## config.mk

```make
export PLATFORM = sky130hd
export DESIGN_NAME = bcps_boot_config_page_select
export DESIGN_NICKNAME = d
export VERILOG_FILES = /design/src/bcps_pkg.sv /design/src/bcps_rom_if.sv /design/src/bcps_rom.sv /design/src/bcps_boot_config_page_select.sv
export SDC_FILE = /design/constraint.sdc
export NUM_CORES = 1
export LEC_CHECK = 0
export BUFFER_PORTS_ARGS = -buffer_cell sky130_fd_sc_hd__clkbuf_2
export CORE_MARGIN = 5
export CORE_UTILIZATION = 52
export CTS_CLUSTER_DIAMETER = 200
export DETAILED_ROUTE_END_ITERATION = 10
export PLACE_DENSITY = 0.83
export SLEW_MARGIN = 20
export SYNTH_ARGS = -nofsm -noshare
export SYNTH_HDL_FRONTEND = slang
export SYNTH_SLANG_ARGS = --single-unit
```

## constraint.sdc

```tcl
create_clock -name clock -period 3.7 [get_ports clock]
set_clock_uncertainty 0.05 [all_clocks]
set_input_delay 0.925 -clock clock [delete_from_list [all_inputs] [get_ports clock]]
set_output_delay 0.925 -clock clock [all_outputs]
set_load 0.02 [all_outputs]
```

## src/bcps_pkg.sv

```systemverilog
/*
 * Constants and types shared by the start-up configuration loader and its ROM page table.
 * Assumes three-level strap pins arrive already resolved into a two-bit level code.
 */
package bcps_pkg;

    // =========================================================================
    // Strap level codes
    localparam logic [1:0] LVL_LOW  = 2'h0;
    localparam logic [1:0] LVL_MID  = 2'h1;
    localparam logic [1:0] LVL_HIGH = 2'h2;

    // =========================================================================
    // Stored EEPROM byte layout
    localparam int EE_OVERLAY_BIT = 7;
    localparam int EE_OFFSET_MSB  = 6;
    localparam int EE_OFFSET_LSB  = 3;
    localparam logic [3:0] EE_OFFSET_DEFAULT = 4'h0;

    // =========================================================================
    // Page numbering
    localparam logic [4:0] PAGE_LAST      = 5'h08;
    localparam logic [4:0] PAGE_LOW_POWER = 5'h03;
    localparam int OUT_COUNT = 16;
    localparam int FREQ_W    = 4;

    // =========================================================================
    // Output frequency codes
    localparam logic [3:0] FQ_NONE  = 4'h0;
    localparam logic [3:0] FQ_1PPS  = 4'h1;
    localparam logic [3:0] FQ_1_92  = 4'h2;
    localparam logic [3:0] FQ_7_68  = 4'h3;
    localparam logic [3:0] FQ_20_48 = 4'h4;

    // =========================================================================
    // Reference oscillator codes
    localparam logic [3:0] OSC_NONE  = 4'h0;
    localparam logic [3:0] OSC_20    = 4'h1;
    localparam logic [3:0] OSC_38_88 = 4'h2;
    localparam logic [3:0] OSC_48    = 4'h3;
    localparam logic [3:0] OSC_54    = 4'h4;

    // =========================================================================
    // Loader states
    typedef enum logic [1:0] {
        ST_STRAP   = 2'h0,
        ST_ROM     = 2'h1,
        ST_OVERLAY = 2'h3,
        ST_DONE    = 2'h2
    } bcps_state_t;

endpackage

```

## src/bcps_rom_if.sv

```systemverilog
/*
 * Carrier between the loader and its ROM page table.
 * Assumes both ends run on the same clock; the lookup is purely combinational.
 */
`timescale 1ns/1ns

interface bcps_rom_if;
    logic [4:0]  page;
    logic        page_valid;
    logic [3:0]  osc;
    logic [63:0] freq;
    logic [15:0] dis;

    modport rom (
        input  page,
        output page_valid,
        output osc,
        output freq,
        output dis
    );

    modport user (
        output page,
        input  page_valid,
        input  osc,
        input  freq,
        input  dis
    );
endinterface

```

## src/bcps_rom.sv

```systemverilog
/*
 * Fixed ROM page table: oscillator, output frequency codes and parked-output mask per page.
 * Assumes the caller presents a page number; pages past the last read as unconfigured.
 */
`timescale 1ns/1ns

module bcps_rom
    import bcps_pkg::*;
(
    // Page lookup
    bcps_rom_if.rom rom_bus
);

    // =========================================================================
    // Constant contents, output 15 in the top nibble. No write path exists.
    always_comb begin // [RULE10]
        rom_bus.page_valid = 1'b1;
        rom_bus.osc        = OSC_48;
        rom_bus.freq       = 64'h0;
        rom_bus.dis        = 16'h0;
        case (rom_bus.page)
            5'h00: rom_bus.freq = 64'hEE2E2E2EDDDDC877;
            5'h01: begin
                rom_bus.freq = 64'hDD2E2E882EEE77E2;
                rom_bus.dis  = 16'hBFB7;
            end
            5'h02: begin
                rom_bus.freq = 64'hD92E2E282EE277E2;
                rom_bus.dis  = 16'h0A91;
            end
            5'h03: begin
                rom_bus.osc  = OSC_38_88;
                rom_bus.freq = 64'hDA828282AAAA7752;
                rom_bus.dis  = 16'hFFFF;
            end
            5'h04: begin
                rom_bus.osc  = OSC_54;
                rom_bus.freq = 64'h00EECC88BBBB6699;
            end
            5'h05: begin
                rom_bus.osc  = OSC_20;
                rom_bus.freq = 64'hEE3E3E3E3CECAA97;
                rom_bus.dis  = 16'hC000;
            end
            5'h06: begin
                rom_bus.freq = 64'hDA483E3CAA957791;
                rom_bus.dis  = 16'hDFA1;
            end
            5'h07: begin
                rom_bus.freq = 64'hCC483E3CAA957791;
                rom_bus.dis  = 16'hD000;
            end
            5'h08: rom_bus.freq = 64'h000000008E3EAD59;
            default: begin
                rom_bus.page_valid = 1'b0;
                rom_bus.osc        = OSC_NONE;
            end
        endcase
    end

endmodule

```

## src/bcps_boot_config_page_select.sv

```systemverilog
/*
 * Power-on configuration loader: strap capture, host interface choice, ROM page load
 * and optional EEPROM overlay of oscillator, analog PLL and output driver settings.
 * Assumes stored EEPROM values are stable at its inputs from reset release until boot_done rises.
 */
`timescale 1ns/1ns

// Summary of operation
// [RULE1] Overlay off: ROM page only, no overlay
// [RULE2] Overlay on: ROM, then oscillator/PLL/outputs overwritten
// [RULE3] Host later writes DPLL, frame-reference, GPIO
// [RULE4] Host may later overwrite any ROM setting
// [RULE5] Interface strap low gives I2C, high SPI
// [RULE6] I2C: shared pin selects address level
// [RULE7] SPI: shared pin acts as chip select
// [RULE8] Page from both page pins plus offset
// [RULE9] Stored offset defaults to zero
// [RULE10] ROM pages are fixed, never writable
// [RULE11] Two-level pin pairs give pages 0-3
// [RULE12] Page 3 turns all PLLs, outputs off
// [RULE13] Mid-level combinations give pages 4-8
// [RULE14] Unconfigured channels stay disabled
// [RULE15] Parked outputs keep divider, stay disabled
// [RULE16] Low-rate marked outputs use frame-reference divider
// [RULE17] Stored overlay bit chooses overlay or not
// [RULE18] Overlay never touches DPLL, frame-reference, GPIO
// [RULE19] Straps latched once at reset release
module bcps_boot_config_page_select
    import bcps_pkg::*;
(
    // Clock and power-on reset
    input  wire logic        clock,
    input  wire logic        rst,
    // Strap pins
    input  wire logic        interface_select_pin,
    input  wire logic [1:0]  page_select_pin_a,
    input  wire logic [1:0]  page_select_pin_b,
    input  wire logic [1:0]  chip_select_or_address_pin,
    // Stored EEPROM contents
    input  wire logic [7:0]  ee_boot_byte,
    input  wire logic [3:0]  ee_osc_code,
    input  wire logic        ee_apll_en,
    input  wire logic [63:0] ee_out_freq,
    input  wire logic [15:0] ee_out_dis,
    // Host interface selection
    output logic             spi_mode,
    output logic [1:0]       i2c_addr_sel,
    output logic             spi_chip_select_active,
    // Loaded configuration
    output logic             boot_done,
    output logic [4:0]       page_index,
    output logic             page_valid,
    output logic [3:0]       osc_code,
    output logic             apll_en,
    output logic             dpll_en,
    output logic             frame_ref_en,
    output logic [1:0]       in_en,
    output logic [63:0]      out_freq,
    output logic [15:0]      out_en,
    output logic [15:0]      out_frame_ref
);

    // =========================================================================
    // Helpers
    function automatic logic [15:0] enable_mask(input logic [63:0] f, input logic [15:0] d);
        logic [15:0] m;
        m = 16'h0;
        for (int i = 0; i < OUT_COUNT; i++) begin
            m[i] = (f[i*FREQ_W +: FREQ_W] != FQ_NONE) && !d[i]; // [RULE14] [RULE15]
        end
        return m;
    endfunction

    function automatic logic [15:0] frame_mask(input logic [63:0] f);
        logic [15:0] m;
        logic [3:0]  c;
        m = 16'h0;
        c = 4'h0;
        for (int i = 0; i < OUT_COUNT; i++) begin
            c    = f[i*FREQ_W +: FREQ_W];
            m[i] = (c >= FQ_1PPS) && (c <= FQ_20_48); // [RULE16]
        end
        return m;
    endfunction

    function automatic logic [1:0] level(input logic [1:0] code);
        return (code == 2'h3) ? LVL_MID : code;
    endfunction

    function automatic logic [4:0] base_page(input logic [1:0] b, input logic [1:0] a);
        logic [4:0] p;
        p = 5'h00;
        case ({level(b), level(a)})
            {LVL_LOW,  LVL_LOW }: p = 5'h00; // [RULE11]
            {LVL_LOW,  LVL_HIGH}: p = 5'h01;
            {LVL_HIGH, LVL_LOW }: p = 5'h02;
            {LVL_HIGH, LVL_HIGH}: p = 5'h03;
            {LVL_LOW,  LVL_MID }: p = 5'h04; // [RULE13]
            {LVL_MID,  LVL_LOW }: p = 5'h05;
            {LVL_MID,  LVL_MID }: p = 5'h06;
            {LVL_MID,  LVL_HIGH}: p = 5'h07;
            {LVL_HIGH, LVL_MID }: p = 5'h08;
            default:              p = 5'h00;
        endcase
        return p;
    endfunction

    // =========================================================================
    // State
    bcps_state_t state_reg, state_next;
    logic        spi_reg, spi_next;
    logic [1:0]  addr_reg, addr_next;
    logic [4:0]  page_reg, page_next;
    logic        overlay_reg, overlay_next;
    logic        done_reg, done_next;
    logic        valid_reg, valid_next;
    logic [3:0]  osc_reg, osc_next;
    logic        apll_reg, apll_next;
    logic        dpll_reg, dpll_next;
    logic        fref_reg, fref_next;
    logic [1:0]  in_reg, in_next;
    logic [63:0] freq_reg, freq_next;
    logic [15:0] en_reg, en_next;
    logic [15:0] fmask_reg, fmask_next;
    logic        low_power;

    bcps_rom_if rom_bus ();

    bcps_rom u_rom (
        .rom_bus (rom_bus)
    );

    assign rom_bus.page = page_reg;
    assign low_power    = (page_reg == PAGE_LOW_POWER);

    // =========================================================================
    // Next-state logic
    always_comb begin
        state_next   = state_reg;
        spi_next     = spi_reg;
        addr_next    = addr_reg;
        page_next    = page_reg;
        overlay_next = overlay_reg;
        done_next    = done_reg;
        valid_next   = valid_reg;
        osc_next     = osc_reg;
        apll_next    = apll_reg;
        dpll_next    = dpll_reg;
        fref_next    = fref_reg;
        in_next      = in_reg;
        freq_next    = freq_reg;
        en_next      = en_reg;
        fmask_next   = fmask_reg;
        case (state_reg)
            ST_STRAP: begin
                spi_next     = interface_select_pin; // [RULE5] [RULE19]
                addr_next    = level(chip_select_or_address_pin);
                page_next    = base_page(page_select_pin_b, page_select_pin_a)
                             + {1'b0, ee_boot_byte[EE_OFFSET_MSB:EE_OFFSET_LSB]}; // [RULE8]
                overlay_next = ee_boot_byte[EE_OVERLAY_BIT]; // [RULE17]
                state_next   = ST_ROM;
            end
            ST_ROM: begin
                valid_next = rom_bus.page_valid;
                osc_next   = rom_bus.osc;
                apll_next  = rom_bus.page_valid && !low_power; // [RULE12]
                dpll_next  = rom_bus.page_valid && !low_power;
                fref_next  = rom_bus.page_valid && !low_power && (|frame_mask(rom_bus.freq));
                in_next    = {2{rom_bus.page_valid && !low_power}};
                freq_next  = rom_bus.freq;
                en_next    = enable_mask(rom_bus.freq, rom_bus.dis);
                fmask_next = frame_mask(rom_bus.freq);
                state_next = overlay_reg ? ST_OVERLAY : ST_DONE; // [RULE1] [RULE2]
            end
            ST_OVERLAY: begin
                osc_next   = ee_osc_code; // [RULE2]
                apll_next  = ee_apll_en;
                freq_next  = ee_out_freq;
                en_next    = enable_mask(ee_out_freq, ee_out_dis); // [RULE18]
                state_next = ST_DONE;
            end
            ST_DONE: begin
                done_next = 1'b1;
            end
            default: begin
                state_next = ST_STRAP;
            end
        endcase
    end

    // =========================================================================
    // Registers
    always_ff @(posedge clock) begin
        if (rst) begin
            state_reg   <= ST_STRAP;
            spi_reg     <= 1'b0;
            addr_reg    <= LVL_LOW;
            page_reg    <= {1'b0, EE_OFFSET_DEFAULT}; // [RULE9]
            overlay_reg <= 1'b0;
            done_reg    <= 1'b0;
            valid_reg   <= 1'b0;
            osc_reg     <= OSC_NONE;
            apll_reg    <= 1'b0;
            dpll_reg    <= 1'b0;
            fref_reg    <= 1'b0;
            in_reg      <= 2'h0;
            freq_reg    <= 64'h0;
            en_reg      <= 16'h0;
            fmask_reg   <= 16'h0;
        end else begin
            state_reg   <= state_next;
            spi_reg     <= spi_next;
            addr_reg    <= addr_next;
            page_reg    <= page_next;
            overlay_reg <= overlay_next;
            done_reg    <= done_next;
            valid_reg   <= valid_next;
            osc_reg     <= osc_next;
            apll_reg    <= apll_next;
            dpll_reg    <= dpll_next;
            fref_reg    <= fref_next;
            in_reg      <= in_next;
            freq_reg    <= freq_next;
            en_reg      <= en_next;
            fmask_reg   <= fmask_next;
        end
    end

    // =========================================================================
    // Outputs
    assign spi_mode               = spi_reg;
    assign i2c_addr_sel           = spi_reg ? LVL_LOW : addr_reg; // [RULE6]
    assign spi_chip_select_active = spi_reg && (chip_select_or_address_pin == LVL_LOW); // [RULE7]
    assign boot_done              = done_reg;
    assign page_index             = page_reg;
    assign page_valid             = valid_reg;
    assign osc_code               = osc_reg;
    assign apll_en                = apll_reg;
    assign dpll_en                = dpll_reg;
    assign frame_ref_en           = fref_reg;
    assign in_en                  = in_reg;
    assign out_freq               = freq_reg;
    assign out_en                 = en_reg;
    assign out_frame_ref          = fmask_reg;

    // =========================================================================
    // Checks
    a_rom_only_skip: assert property (@(posedge clock) disable iff (rst) // [RULE1]
        (state_reg == ST_ROM) && !overlay_reg |=> (state_reg == ST_DONE) ##1 done_reg)
        else $error("ROM-only start did not finish directly");
    a_overlay_apply: assert property (@(posedge clock) disable iff (rst) // [RULE2]
        (state_reg == ST_OVERLAY) |=> (osc_code == $past(ee_osc_code))
            && (out_freq == $past(ee_out_freq)) && (apll_en == $past(ee_apll_en)))
        else $error("Overlay values not applied");
    a_iface_strap: assert property (@(posedge clock) disable iff (rst) // [RULE5]
        (state_reg == ST_STRAP) |=> (spi_mode == $past(interface_select_pin)))
        else $error("Interface strap not captured");
    a_chip_select: assert property (@(posedge clock) disable iff (rst) // [RULE7]
        !spi_mode |-> !spi_chip_select_active)
        else $error("Chip select active in I2C mode");
    a_strap_hold: assert property (@(posedge clock) disable iff (rst) // [RULE19]
        (state_reg != ST_STRAP) |=> $stable(spi_mode) && $stable(page_index)
            && $stable(i2c_addr_sel))
        else $error("Strap values changed after capture");
    a_low_power: assert property (@(posedge clock) disable iff (rst) // [RULE12]
        (state_reg == ST_ROM) && low_power |=> !apll_en && !dpll_en && (out_en == 16'h0)
            && (in_en == 2'h0))
        else $error("Low-power page left something running");
    a_unconf_off: assert property (@(posedge clock) disable iff (rst) // [RULE14]
        (out_en & ~enable_mask(out_freq, 16'h0)) == 16'h0)
        else $error("Unconfigured output enabled");
    a_rom_owned: assert property (@(posedge clock) disable iff (rst) // [RULE18]
        (state_reg == ST_OVERLAY) |=> $stable(dpll_en) && $stable(frame_ref_en)
            && $stable(out_frame_ref))
        else $error("Overlay touched ROM-owned settings");

endmodule

```

==> impl_metrics.env, run 1 <==
export IMPL_final_nets=916
export IMPL_die_w_um=110
export IMPL_grt_pass1_vias=5470
export IMPL_cp_end_kind="output pin"
export IMPL_areaGrowthSynthToFinish_pct=30.7
export IMPL_power_w=0.00413
export IMPL_power_density_nw_per_um2=606
export IMPL_grt_usage_pct=32.0
export IMPL_initial_core_util_pct=53.3
export IMPL_tightest_slew_ns=1.05
export IMPL_ys_ff_latch=116
export IMPL_grt_overflow_total=0
export IMPL_cp_slowest_cell="dfxtp_1"
export IMPL_synthCells=625
export IMPL_route_detailed_drc=0
export IMPL_cts_buffer_depth=2
export IMPL_synth_ff_type="dfxtp_1"
export IMPL_stdcell_area_sq_um=6820
export IMPL_cp_arrival_ns=1.85
export IMPL_largest_reg_flops=64
export IMPL_slew_violations=0
export IMPL_ys_top_cells_by_area="dfxtp_1, a21oi_1, nor2_1, a22oi_1, nand2_1"
export IMPL_stdcell_count=955
export IMPL_period_needed_ns=2.82
export IMPL_finalHoldViolCount=0
export IMPL_timing_fmax_mhz=354
export IMPL_firstDrtPassIters=7
export IMPL_required_ns=2.72
export IMPL_yosys_area_top_type_share_pct=44.5
export IMPL_synth_common_cells="dfxtp_1, a21oi_1, nor2_1"
export IMPL_drt_wl_total_mm=19.6
export IMPL_yosysWarnings=0
export IMPL_maxCapViolations=0
export IMPL_critPathKind="register to output pin"
export IMPL_grt_max_degree=75
export IMPL_finalSetupViolCount=0
export IMPL_row_count=36
export IMPL_ctsResizeCount=0
export IMPL_viasPerCell=6.07
export IMPL_postRouteAntennaNets=0
export IMPL_synthMuxAreaShare_pct=0.192
export IMPL_num_antenna_cells=0
export IMPL_drive_gt1_share_pct=32.8
export IMPL_hold_class="register to register"
export IMPL_status="finished, final reports clean"
export IMPL_drt_iter0_markers=574
export IMPL_port_buffers=214
export IMPL_ctsRootBufferMaster="clkbuf_8"
export IMPL_crit_fanout=30
export IMPL_core_sq_um=9770
export IMPL_antenna_found_initial=0
export IMPL_p_leak_nw=2.93
export IMPL_synth_edf_count=0
export IMPL_dpl_cell_area_sq_um=6260
export IMPL_vias=5799
export IMPL_fin_crit_sh_pct=76.3
export IMPL_synth_top_family_by_area="compound AO/OA/AOI/OAI gates"
export IMPL_htree_levels=4
export IMPL_synth_adder_area_share_pct=1.34
export IMPL_synth_compound_area_share_pct=25.2
export IMPL_ir_drop_mv=0.338
export IMPL_rsz0062_at_grt="false"
export IMPL_critPathBufInv=1
export IMPL_cts_sinks=116
export IMPL_grt_pass1_wl_mm=29.4
export IMPL_dp_hpwl_mm=14.3
export IMPL_cts_tree="built"
export IMPL_clk_latency_ns=0.52
export IMPL_slew_headroom_pct=29.9
export IMPL_place_congestion=0.920
export IMPL_netlist_area_sq_um=5210
export IMPL_cts_buffers=17
export IMPL_yosysTopAreaCell="dfxtp_1"
export IMPL_yosys_area_share_simple_pct=21.8
export IMPL_max_stage_delay_ns=1.01
export IMPL_dieArea_sq_um=12100
export IMPL_synth_xor_area_share_pct=1.18
export IMPL_fin_tns_setup_ns=0
export IMPL_synth_area_per_cell_sq_um=8.34
export IMPL_async_reset_ff_share_pct=0
export IMPL_path_cells="clkbuf_2"
export IMPL_pin_count=218
export IMPL_clk_pin_slew_ns=0.06
export IMPL_yosysUniqueCellTypes=58
export IMPL_holdBufCountCts=0
export IMPL_wl_per_cell_um=20.5
export IMPL_syn_nets=732
export IMPL_dp_cells=923
export IMPL_postCtsSetupRepairBufs=0
export IMPL_ys_seq_area_share_pct=44.5
export IMPL_crit_family="flip-flops"
export IMPL_worstSetupStartpointType="register"
export IMPL_die_y_um=110
export IMPL_synth_most_common_cell="dfxtp_1"
## per-stage QoR
step / util (%) / hold WS (ns) / setup slack (ns)
detailed placement: 64.0 / 0.395 / 1.20
finish: 69.7 / 0.404 / 0.878
global placement: 64.0 / 0.387 / 1.26
CTS: 69.7 / 0.405 / 0.887
global route: 69.7 / 0.417 / 0.787
floorplan: - / 0.377 / 1.27
## layer usage
layer  vias to the layer above  share of wire, %  GRT usage, %  wire, um
li1                       2668                 -             -         -
met1                      2702                39          41.2      7610
met2                       366                46          49.4      9070
met3                        63                11          9.55      2140
met4                         0               4.1          14.7       807
met5                         -                 0             0         0
## cell families after synthesis
kind of cell | Yosys count
AO/OA/AOI/OAI | 197
AND/OR/NAND/NOR | 234
multiplexers | 1
XOR/XNOR | 7
buffers and inverters | 65
adder cells (fa/ha/maj) | 5
flip-flops | 116
## area by class of cell
type                            instances  area [sq um]
Tap cell                              133           166
Sequential cell                       116          2320
Clock buffer                           19           422
Fill cell                             842          2960
Clock inverter                         13           135
Timing Repair Buffer                  224          1150
Multi-Input combinational cell        444          2600
Inverter                                6          22.5
## cells in the final DEF, fill, tap and decap left out, drive strengths merged, types with 6 or more instances in the layout
cell and n:
nand2b 6, a311oi 15, nand2 60, a221oi 6, nor3 30, nand3 11, a211oi 16, nor4 20
or3 8, inv 7, nor2b 8, buf 11, a21oi 74, dfxtp 116, o21ai 18, and2 6
a22oi 31, o211ai 7, clkbuf 232, nor2 70
## final timing paths
check / end / start / slack (ns) / cells past startpoint
hold reg to reg: addr_reg[0] / addr_reg[0] / 0.40 / 2
hold / removal: addr_reg[0] / addr_reg[0] / 0.40 / 2
setup reg to reg: out_en[8] / page_index[0] / 1.18 / 4
setup / recovery: page_index[1] / page_index[1] / 0.88 / 1
## power by group
part           leakage [nW]  internal [W]  switching (W)
logic                  1.72      0.000371       0.000686
clock network         0.260      0.000953       0.000593
registers             0.952       0.00139       0.000140
## tightest hold or removal path: cells and delay by family (launching register included)
family          cells  cell delay, ns
flops               1            0.30
compound gates      1            0.05
simple gates        1            0.05
No activity file was read; power rests on OpenSTA's default activity.
==> inputs of run 2 (changes only) <==
--- a/config.mk
+++ b/config.mk
@@ -7,10 +7,10 @@
 export LEC_CHECK = 0
 export BUFFER_PORTS_ARGS = -buffer_cell sky130_fd_sc_hd__clkbuf_2
 export CORE_MARGIN = 5
-export CORE_UTILIZATION = 52
+export CORE_UTILIZATION = 48
 export CTS_CLUSTER_DIAMETER = 200
 export DETAILED_ROUTE_END_ITERATION = 10
-export PLACE_DENSITY = 0.83
+export PLACE_DENSITY = 0.77
 export SLEW_MARGIN = 20
 export SYNTH_ARGS = -nofsm -noshare
 export SYNTH_HDL_FRONTEND = slang
==> constraint.sdc (replaced) <==
create_clock -name clock -period 2.9 [get_ports clock]
set_clock_uncertainty 0.05 [all_clocks]
set_input_delay 0.725 -clock clock [delete_from_list [all_inputs] [get_ports clock]]
set_output_delay 0.725 -clock clock [all_outputs]
set_load 0.02 [all_outputs]
==> run 2 against run 1 <==
Die area is 7.6% higher. Routed wire length is 0.19% lower. Worst setup slack worse by 0.43 ns. Critical path type unchanged. Cell count increased by 1.7%.
==> impl_metrics.env, run 2 (same netlist as run 1, synthesis figures left out) <==
export IMPL_status="finished, final reports clean"
export IMPL_row_count=38
export IMPL_path_cells="clkbuf_2"
export IMPL_cts_buffer_depth=2
export IMPL_route_detailed_drc=0
export IMPL_grt_pass1_vias=5550
export IMPL_grt_max_degree=63
export IMPL_finalSetupViolCount=0
export IMPL_antenna_found_initial=0
export IMPL_cp_arrival_ns=1.68
export IMPL_fin_crit_sh_pct=84.6
export IMPL_p_leak_nw=3.02
export IMPL_hold_class="primary input to register"
export IMPL_max_stage_delay_ns=0.85
export IMPL_dieArea_sq_um=13000
export IMPL_pin_count=218
export IMPL_crit_fanout=22
export IMPL_firstDrtPassIters=5
export IMPL_vias=5780
export IMPL_postRouteAntennaNets=0
export IMPL_grt_overflow_total=0
export IMPL_port_buffers=214
export IMPL_finalHoldViolCount=0
export IMPL_clk_pin_slew_ns=0.06
export IMPL_viasPerCell=5.95
export IMPL_core_sq_um=10700
export IMPL_power_density_nw_per_um2=795
export IMPL_htree_levels=4
export IMPL_required_ns=2.12
export IMPL_postCtsSetupRepairBufs=0
export IMPL_areaGrowthSynthToFinish_pct=34.1
export IMPL_final_nets=925
export IMPL_drt_wl_total_mm=19.6
export IMPL_wl_per_cell_um=20.2
export IMPL_slew_violations=0
export IMPL_period_needed_ns=2.45
export IMPL_drive_gt1_share_pct=33.8
export IMPL_initial_core_util_pct=48.5
export IMPL_grt_pass1_wl_mm=30.1
export IMPL_drt_iter0_markers=491
export IMPL_die_w_um=114
export IMPL_cp_end_kind="output pin"
export IMPL_cts_buffers=17
export IMPL_worstSetupStartpointType="register"
export IMPL_slew_headroom_pct=38.2
export IMPL_crit_family="flip-flops"
export IMPL_critPathKind="register to output pin"
export IMPL_tightest_slew_ns=0.923
export IMPL_maxCapViolations=0
export IMPL_num_antenna_cells=0
export IMPL_mostFrequentLayoutCells="clkbuf_2, dfxtp_1, a21oi_1"
export IMPL_grt_usage_pct=29.5
export IMPL_ctsRootBufferMaster="clkbuf_8"
export IMPL_ir_drop_mv=0.415
export IMPL_cp_slowest_cell="dfxtp_1"
export IMPL_timing_fmax_mhz=408
export IMPL_cts_tree="built"
export IMPL_layout_commonest_cell="clkbuf_2"
export IMPL_die_y_um=114
export IMPL_place_congestion=0.900
export IMPL_cts_sinks=116
export IMPL_largest_reg_flops=64
export IMPL_fin_tns_setup_ns=0
export IMPL_utilization_pct=65.1
export IMPL_critPathBufInv=1
export IMPL_dp_hpwl_mm=14.6
export IMPL_holdBufCountCts=0
export IMPL_clk_latency_ns=0.52
export IMPL_ctsResizeCount=0
export IMPL_rsz0062_at_grt="false"
run 2: final cells by class:
cell class | count | area, sq um
Timing Repair Buffer | 233 | 1230
Clock buffer | 21 | 469
Multi-Input combinational cell | 444 | 2600
Tap cell | 140 | 175
Sequential cell | 116 | 2320
Inverter | 6 | 22.5
Clock inverter | 11 | 173
Fill cell | 940 | 3750
run 2: metrics by stage:
step                cells  hold WS (ns)  total power (W)  area [sq um]  setup slack (ns)
finish                971         0.377          0.00556          6990             0.447
global route          971         0.370          0.00578          6990             0.329
CTS                   971         0.365          0.00556          6990             0.439
detailed placement    939         0.396          0.00332          6350             0.578
global placement      939         0.387          0.00330          6350             0.677
floorplan             625         0.377          0.00282          5210             0.853
run 2: power breakdown:
group          switching, W  leakage, nW  internal, W  total (W)
Sequential         0.000146        0.952      0.00177    0.00192
Combinational      0.000905         1.77     0.000492    0.00140
Clock              0.000753        0.303      0.00149    0.00224
run 2: final timing paths:
kind / start / endpoint / depth (start not counted) / slack, ns
worst min register to register: addr_reg[1] / addr_reg[1] / 2 / 0.40
worst min-delay path: ee_boot_byte[7] / overlay_reg / 3 / 0.38
worst max-delay path: page_index[4] / page_index[4] / 1 / 0.45
worst max register to register: page_index[4] / out_freq[43] / 3 / 0.64
run 2: per-layer routing:
metal | vias up | track usage, % | share of wire [%]
met2 | 316 | 46.5 | 47
met4 | 0 | 12.1 | 3.3
li1 | 2679 | - | -
met1 | 2740 | 38.3 | 40
met3 | 45 | 8.03 | 9.3
met5 | - | 0 | 0
